File: config.mk
export PLATFORM = sky130hd
export DESIGN_NAME = tapbs_top
export DESIGN_NICKNAME = d
export VERILOG_FILES = /design/src/pkg/tapbs_pkg.sv /design/src/verilog/tapbs_sync.sv /design/src/verilog/tapbs_top.sv
export SDC_FILE = /design/constraint.sdc
export NUM_CORES = 1
export LEC_CHECK = 0
export BUFFER_PORTS_ARGS = -buffer_cell sky130_fd_sc_hd__buf_2
export CAP_MARGIN = 10
export CORE_MARGIN = 2
export CORE_UTILIZATION = 55
export DETAILED_ROUTE_END_ITERATION = 8
export PLACE_DENSITY = 0.8
export SLEW_MARGIN = 0
export SYNTH_ARGS = -nofsm -noshare
export SYNTH_HDL_FRONTEND = slang
export SYNTH_SLANG_ARGS = --single-unit
File: constraint.sdc
create_clock -name clk_sys_i -period 2.13 [get_ports clk_sys_i]
set_input_delay 0.3195 -clock clk_sys_i [delete_from_list [all_inputs] [get_ports clk_sys_i]]
set_output_delay 0.3195 -clock clk_sys_i [all_outputs]
set_load 0.02 [all_outputs]
File: src/pkg/tapbs_pkg.sv
// shared constants and types for the test port and boundary chain
package tapbs_pkg;
	localparam int CHAIN_LEN = 63;
	localparam int IR_LEN = 4;
	localparam int RESET_ONES = 5;
	localparam logic [3:0] INSN_EXTEST = 4'h0;
	localparam logic [3:0] INSN_SAMPLE = 4'h2;
	localparam logic [3:0] INSN_HIGHZ = 4'h9;
	localparam logic [3:0] INSN_CLAMP = 4'hc;
	localparam logic [3:0] INSN_BYPASS = 4'hf;
	localparam logic [3:0] IR_RESET = INSN_BYPASS;
	localparam logic [1:0] IR_CAPTURE = 2'h1;
	// chain positions from the data-out end (position 1); the struct puts result 5-36, half select 37, long match 38
	localparam int POS_OE_IN = 1;
	localparam int POS_MATCH_SELECT = 2;
	localparam int POS_PATH_SELECT = 3;
	localparam int POS_MATCH_CMD = 4;
	localparam int POS_RESULT_HI = 5;
	localparam int POS_HALF_SELECT = 21;
	localparam int POS_LONG_MATCH = 22;
	localparam int POS_RESULT_LO = 23;
	localparam int POS_DATA_BUS = 39;
	localparam int POS_IF_CLOCK = 55;
	localparam int POS_ADDR = 56;
	localparam int POS_WRITE_EN = 59;
	localparam int POS_PORT_SEL = 60;
	localparam int POS_RESET = 61;
	localparam int POS_INTERRUPT = 62;
	localparam int POS_XFER_ACK = 63;

	typedef enum logic [3:0] {
		ST_RESET, ST_IDLE, ST_SEL_DR, ST_CAP_DR, ST_SHIFT_DR, ST_EXIT1_DR,
		ST_PAUSE_DR, ST_EXIT2_DR, ST_UPD_DR, ST_SEL_IR, ST_CAP_IR, ST_SHIFT_IR,
		ST_EXIT1_IR, ST_PAUSE_IR, ST_EXIT2_IR, ST_UPD_IR
	} tapbs_state_e;

	typedef struct packed {
		logic tck;
		logic tms;
		logic tdi;
		logic trst_n;
	} tapbs_pins_s;

	// functional pins seen by the chain, grouped in chain order
	typedef struct packed {
		logic output_enable_in;
		logic match_select;
		logic path_circuit_select;
		logic match_command;
		logic [31:0] match_result_bus;
		logic half_select;
		logic long_match_in;
		logic [15:0] control_data_bus;
		logic interface_clock;
		logic [2:0] control_address;
		logic write_enable;
		logic port_select;
		logic reset;
		logic interrupt;
		logic transfer_acknowledge;
	} tapbs_bscan_s;
endpackage

File: src/verilog/tapbs_sync.sv
// two-stage synchroniser with a pin default loaded while system reset is low
`timescale 1ns/10ps
module tapbs_sync #(
	parameter int WIDTH = 4,
	parameter logic [WIDTH-1:0] INIT = '1
) (
	input wire logic clk_sys_i,
	input wire logic rstn_i,
	input wire logic [WIDTH-1:0] d_i,
	output logic [WIDTH-1:0] q_o
);
	typedef struct packed {
		logic [WIDTH-1:0] s1;
		logic [WIDTH-1:0] s2;
	} tapbs_sync_s;
	tapbs_sync_s st_reg, st_next;

	always_comb begin
		st_next.s1 = d_i;
		st_next.s2 = st_reg.s1;
	end

	always_ff @(posedge clk_sys_i) begin
		if (!rstn_i) begin
			st_reg <= {INIT, INIT};
		end else begin
			st_reg <= st_next;
		end
	end

	assign q_o = st_reg.s2;
endmodule

File: src/verilog/tapbs_top.sv
// test access port controller and 63-cell boundary chain
`timescale 1ns/10ps
module tapbs_top #(
	parameter int CHAIN = tapbs_pkg::CHAIN_LEN
) (
	input wire logic clk_sys_i,
	input wire logic rstn_i,
	input wire logic test_clk_i,
	input wire logic test_mode_i,
	input wire logic test_data_i,
	input wire logic test_reset_n_i,
	input wire tapbs_pkg::tapbs_bscan_s pins_in_i,
	input wire tapbs_pkg::tapbs_bscan_s core_out_i,
	output tapbs_pkg::tapbs_bscan_s pins_out_o,
	output logic pins_force_z_o,
	output logic test_data_o,
	output logic test_data_oe_o,
	output logic [3:0] state_o
);
	import tapbs_pkg::*;

	typedef struct packed {
		tapbs_state_e state;
		logic [IR_LEN-1:0] ir_shift;
		logic [IR_LEN-1:0] ir;
		logic bypass;
		logic [CHAIN-1:0] bsr_shift;
		logic [CHAIN-1:0] bsr_upd;
		logic tck_d;
		logic tdo;
		logic tdo_oe;
		tapbs_bscan_s pins_out;
		logic force_z;
	} tapbs_top_s;

	tapbs_top_s st_reg, st_next;
	tapbs_pins_s pin_raw, pin_s;
	logic rise, fall, use_bsr, drive_bsr, tdo_bit;

	// the bench holds mode, data and reset high and parks the clock low; reset value matches
	assign pin_raw = '{tck: test_clk_i, tms: test_mode_i, tdi: test_data_i,
		trst_n: test_reset_n_i};

	tapbs_sync #(
		.WIDTH(4),
		.INIT(4'h7)
	) u_sync (
		.clk_sys_i(clk_sys_i),
		.rstn_i(rstn_i),
		.d_i(pin_raw),
		.q_o(pin_s)
	);

	function automatic tapbs_state_e next_state(input tapbs_state_e s, input logic m);
		tapbs_state_e n;
		n = s;
		case (s)
			ST_RESET: n = m ? ST_RESET : ST_IDLE;
			ST_IDLE: n = m ? ST_SEL_DR : ST_IDLE;
			ST_SEL_DR: n = m ? ST_SEL_IR : ST_CAP_DR;
			ST_CAP_DR: n = m ? ST_EXIT1_DR : ST_SHIFT_DR;
			ST_SHIFT_DR: n = m ? ST_EXIT1_DR : ST_SHIFT_DR;
			ST_EXIT1_DR: n = m ? ST_UPD_DR : ST_PAUSE_DR;
			ST_PAUSE_DR: n = m ? ST_EXIT2_DR : ST_PAUSE_DR;
			ST_EXIT2_DR: n = m ? ST_UPD_DR : ST_SHIFT_DR;
			ST_UPD_DR: n = m ? ST_SEL_DR : ST_IDLE;
			ST_SEL_IR: n = m ? ST_RESET : ST_CAP_IR;
			ST_CAP_IR: n = m ? ST_EXIT1_IR : ST_SHIFT_IR;
			ST_SHIFT_IR: n = m ? ST_EXIT1_IR : ST_SHIFT_IR;
			ST_EXIT1_IR: n = m ? ST_UPD_IR : ST_PAUSE_IR;
			ST_PAUSE_IR: n = m ? ST_EXIT2_IR : ST_PAUSE_IR;
			ST_EXIT2_IR: n = m ? ST_UPD_IR : ST_SHIFT_IR;
			ST_UPD_IR: n = m ? ST_SEL_DR : ST_IDLE;
			default: n = ST_RESET;
		endcase
		return n;
	endfunction

	// struct msb is position 1, chain bit 0 is position 1: flip the order
	function automatic logic [CHAIN-1:0] rev_chain(input logic [CHAIN-1:0] v);
		logic [CHAIN-1:0] r;
		r = '0;
		for (int i = 0; i < CHAIN; i++) begin
			r[i] = v[CHAIN-1-i];
		end
		return r;
	endfunction

	// edges of the synchronised test clock; the sync stage adds two system cycles
	assign rise = pin_s.tck & ~st_reg.tck_d;
	assign fall = ~pin_s.tck & st_reg.tck_d;

	// extest and sample put the chain on the path, all else the bypass cell
	assign use_bsr = (st_reg.ir == INSN_EXTEST) || (st_reg.ir == INSN_SAMPLE);
	assign drive_bsr = (st_reg.ir == INSN_EXTEST) || (st_reg.ir == INSN_CLAMP);

	always_comb begin
		if (st_reg.state == ST_SHIFT_IR) begin
			tdo_bit = st_reg.ir_shift[0];
		end else if (use_bsr) begin
			tdo_bit = st_reg.bsr_shift[0];
		end else begin
			tdo_bit = st_reg.bypass;
		end
	end

	always_comb begin
		st_next = st_reg;
		st_next.tck_d = pin_s.tck;
		if (rise) begin
			st_next.state = next_state(st_reg.state, pin_s.tms);
			case (st_reg.state)
				ST_CAP_IR: begin
					st_next.ir_shift = {{(IR_LEN-2){1'b0}}, IR_CAPTURE};
				end
				ST_SHIFT_IR: begin
					st_next.ir_shift = {pin_s.tdi, st_reg.ir_shift[IR_LEN-1:1]};
				end
				ST_CAP_DR: begin
					st_next.bypass = 1'b0;
					// chain bit 0 is position 1, nearest data-out
					if (use_bsr) begin
						st_next.bsr_shift = rev_chain(pins_in_i);
					end
				end
				ST_SHIFT_DR: begin
					st_next.bypass = pin_s.tdi;
					if (use_bsr) begin
						st_next.bsr_shift = {pin_s.tdi, st_reg.bsr_shift[CHAIN-1:1]};
					end
				end
				default: begin
				end
			endcase
		end
		if (fall) begin
			// controller reset and updates launch on falling edge
			case (st_reg.state)
				ST_RESET: begin
					st_next.ir = IR_RESET;
				end
				ST_UPD_IR: begin
					st_next.ir = st_reg.ir_shift;
				end
				ST_UPD_DR: begin
					// clamp keeps the preloaded values frozen
					if (use_bsr) begin
						st_next.bsr_upd = st_reg.bsr_shift;
					end
				end
				default: begin
				end
			endcase
			st_next.tdo = tdo_bit;
			st_next.tdo_oe = (st_reg.state == ST_SHIFT_IR) ||
				(st_reg.state == ST_SHIFT_DR);
		end
		// test reset wins over clock activity for state, instruction and data-out enable only
		if (!pin_s.trst_n) begin
			st_next.state = ST_RESET;
			st_next.ir = IR_RESET;
			st_next.tdo_oe = 1'b0;
		end
		// only test-side state changes here; core signals pass through in bypass
		st_next.pins_out = (drive_bsr && st_next.state != ST_RESET) ?
			tapbs_bscan_s'(rev_chain(st_reg.bsr_upd)) : core_out_i;
		st_next.force_z = (st_reg.ir == INSN_HIGHZ) && (st_reg.state != ST_RESET);
	end

	always_ff @(posedge clk_sys_i) begin
		if (!rstn_i) begin
			st_reg <= '{state: ST_RESET, ir: IR_RESET, ir_shift: '0, bypass: 1'b0,
				bsr_shift: '0, bsr_upd: '0, tck_d: 1'b0, tdo: 1'b0, tdo_oe: 1'b0,
				pins_out: '0, force_z: 1'b0};
		end else begin
			st_reg <= st_next;
		end
	end

	assign pins_out_o = st_reg.pins_out;
	assign pins_force_z_o = st_reg.force_z;
	assign test_data_o = st_reg.tdo;
	assign test_data_oe_o = st_reg.tdo_oe;
	assign state_o = st_reg.state;
endmodule

==> key figures <==
Timing
  – Worst slack on hold paths: 16.3 ps
  – Worst slew pin tran: 485 ps
  – Fmax: 0.520 GHz
  – Max-slew headroom: 0.676
  – TNS Setup: 0 ps
  – Final hold violations: 0
  – Setup repair after global routing missed its margin: false
  – Final worst path period need: 1920 ps
  – Number of max-slew violations in the final report: 0
  – Largest clock skew in the final design: 8.50 ps
  – Final setup vio count: 0
  – Smallest setup slack after layout: 206 ps
  – Final worst-path cycle share: 0.904

Worst setup path
  – Crit. End Element: flop
  – Launching element type of the critical path: flop
  – WP data required: 2510 ps
  – CP arrival: 2310 ps
  – Reg2reg path depth: 6
  – Crit path kind: reg -> reg
  – CP max FO: 50
  – Register-to-register path setup slack: 210 ps

CTS
  – Worst skew pair latency: 490 ps
  – CTS clock-pin slew for the worst setup and hold paths: 60 ps
  – Root buffer cell: sky130_fd_sc_hd__clkbuf_16
  – Cts repair resizes: 0
  – Setup Fix Bufs, Post-CTS: 0
  – TritonCTS clock tree: done
  – Clock buffer count from CTS: 23
  – CTS HTree Levels: 1
  – Number of buffers added to fix hold violations after cts: 2
  – Sink Count: 214
  – Max Buffers Root-to-Sink: 3

Power and ir drop
  – Pwr per Cell Area: 774 mW/mm²
  – Final Total Pwr: 8.43 mW
  – Leakage power summed over all cells: 4.86 nW
  – Part of the total power dissipated in combinational logic: 0.062
  – Peak ir drop on the vdd network: 0.000600 V
  – Clock network power share: 0.451
  – Internal power consumption: 6.58 mW
  – NetSw: 1.85 mW
  – Sequential group share of total power: 0.486
  – Sw Ratio: 0.220

Global route
  – Global router's overall resource usage: 0.212
  – Global-route wire length before repair: 32000 µm
  – Number of antenna violations at the first check in global routing: 0
  – Via count of the first global-routing pass: 6780
  – Gr ovfl total: 0
  – Pin count of the biggest net entering global routing: 75

Cells and area
  – Number of inserted diodes: 0
  – Max FFs per register: 136
  – Share of cells above drive strength 1: 0.230
  – Nets: 1272
  – Syn-to-layout area delta: 16.0%
  – Layout fillers: 1377
  – Footprint of the flip-flops and latches: 0.00428 mm²
  – Utilization after layout: 0.655
  – Final Instance Area: 0.0109 mm²
  – Area of the multi-input gates: 0.00422 mm²
  – Number of standard cells in the layout, taps in and fillers out: 1374

Synthesis
  – Flop and latch count out of synthesis: 214
  – Top cells by area, synth: sky130_fd_sc_hd__dfxtp_1, sky130_fd_sc_hd__mux2i_1, sky130_fd_sc_hd__nand2_1
  – Leading register cell type out of synthesis: sky130_fd_sc_hd__dfxtp_1
  – Post-Syn Nets: 1165
  – Instance count of the mapped netlist: 1033
  – Post-synthesis cell type count: 44
  – EDFF count, synth: 0
  – Yosys top cell area share: 0.456
  – Cell type contributing the most total cell area after synthesis: sky130_fd_sc_hd__dfxtp_1
  – Share of flip-flops with an asynchronous set or reset after synthesis: 0
  – Count of synthesis-stage warnings from yosys: 0
  – Synthesized area divided by synthesized cell count: 9.09 µm²
  – Seq/Total Area, Yosys: 0.456
  – Cell area after technology mapping: 0.00939 mm²

Drt
  – Iter 0 DRT Violations: 303
  – TritonRoute pass-1 iters: 4
  – Residual antenna-violating net count after detailed routing: 0
  – Via Count: 7162
  – Wire per inst: 14.3 µm
  – Post-detailed-route DRC marker count: 0
  – Sum of routed wire length over all layers: 19600 µm
  – Average vias per placed instance: 5.21

Floorplanning
  – Die W: 135 µm
  – Std-Cell Rows: 47
  – Top-level port count: 202
  – Die Ht: 135 µm
  – Floorplan Core Area: 0.0166 mm²
  – Total die area: 0.0181 mm²
  – Initial Utilization: 0.564

Flow run
  – Max_cap viols: 0

Placement
  – Port bufs: 201
  – Instance area after placement: 0.0102 mm²
  – Routability congestion estimate from global placement: 0.846
  – Cell Count Post-Placement: 1333
  – Final HPWL DP: 13000 µm
  – Setup slack at placement: 221 ps

Hold path
  – Min-Delay Path Class: in -> reg
  – Worst hold path stage count: 2

Run status
  – Outcome: finished, final reports clean
[power by group through the flow]
stage | Sequential (mW) | Clock, mW | Combinational, mW
floorplan | 4.18 | 0 | 0.375
global placement | 4.19 | 0 | 0.517
detailed placement | 4.19 | 0 | 0.523
CTS | 4.10 | 3.87 | 0.528
global route | 4.10 | 4.04 | 0.574
finish | 4.10 | 3.80 | 0.525
[path summary, 6_finish.rpt]
check,start,endpoint
hold / removal,test_data_i,u_sync.st_next[1]
hold reg to reg,u_sync.st_next[0],u_sync.q_o[0]
setup reg to reg,state_o[3],st_reg[169]
setup / recovery,state_o[3],st_reg[169]
[kinds of logic (layout without fill, tap and decap cells)]
kind of cell,Yosys count,in the layout,synth area share
compound gates,161,161,0.145
mux,126,126,0.134
buf+inv,150,271,0.0974
xor+xnor,2,2,0.00187
simple gates,380,380,0.166
flops,214,214,0.456
[cell type report]
| type | instances | share of cell area |
|---|---|---|
| clock buffers | 33 | 0.0609 |
| clock inverters | 6 | 0.00528 |
| inverters | 4 | 0.00138 |
| multi-input cells | 669 | 0.387 |
| flip-flops and latches | 214 | 0.393 |
| well taps | 220 | 0.0253 |
| repair buffers | 228 | 0.127 |
[cell usage after synthesis, types with 7 or more instances]
cell and instances:
sky130_fd_sc_hd__buf_2 14, sky130_fd_sc_hd__o211a_1 63, sky130_fd_sc_hd__a21boi_0 65, sky130_fd_sc_hd__nor2_1 8
sky130_fd_sc_hd__mux2i_1 126, sky130_fd_sc_hd__buf_4 77, sky130_fd_sc_hd__clkbuf_1 48, sky130_fd_sc_hd__nand2b_1 7
sky130_fd_sc_hd__dfxtp_1 214, sky130_fd_sc_hd__nand2_1 323
[per-layer routing]
layer  part of all wire  vias up  GRT usage  wire, µm
met5                  0        -          0         0
met4              0.022        0     0.0602       425
met3              0.054       30     0.0357      1060
met2               0.49      177      0.378      9550
met1               0.44     3334      0.265      8570
li1                   -     3621          -         -
[layout by cell type (no fill, tap or decap), types with 5 or more instances in the layout]
| cell type | count |
|---|---|
| sky130_fd_sc_hd__nand4_1 | 5 |
| sky130_fd_sc_hd__and2_1 | 6 |
| sky130_fd_sc_hd__clkbuf_8 | 5 |
| sky130_fd_sc_hd__nor2b_1 | 6 |
| sky130_fd_sc_hd__nor2_1 | 8 |
| sky130_fd_sc_hd__buf_12 | 13 |
| sky130_fd_sc_hd__buf_4 | 12 |
| sky130_fd_sc_hd__nand2_1 | 323 |
| sky130_fd_sc_hd__buf_2 | 200 |
| sky130_fd_sc_hd__o21ai_0 | 6 |
| sky130_fd_sc_hd__a21oi_1 | 5 |
| sky130_fd_sc_hd__mux2i_1 | 126 |
| sky130_fd_sc_hd__a21boi_0 | 65 |
| sky130_fd_sc_hd__nand3_1 | 6 |
| sky130_fd_sc_hd__nand2b_1 | 7 |
| sky130_fd_sc_hd__dfxtp_1 | 214 |
| sky130_fd_sc_hd__clkbuf_1 | 5 |
| sky130_fd_sc_hd__clkbuf_16 | 23 |
| sky130_fd_sc_hd__o211a_1 | 63 |
[worst max-delay path: stages (launching register included)]
cell and delay (ps):
sky130_fd_sc_hd__dfxtp_1 400, sky130_fd_sc_hd__or3b_1 490, sky130_fd_sc_hd__a211oi_4 280, sky130_fd_sc_hd__buf_12 190, sky130_fd_sc_hd__buf_12 230, sky130_fd_sc_hd__nand2_1 80
sky130_fd_sc_hd__o211a_1 130
(Power assumes the default switching activity.)
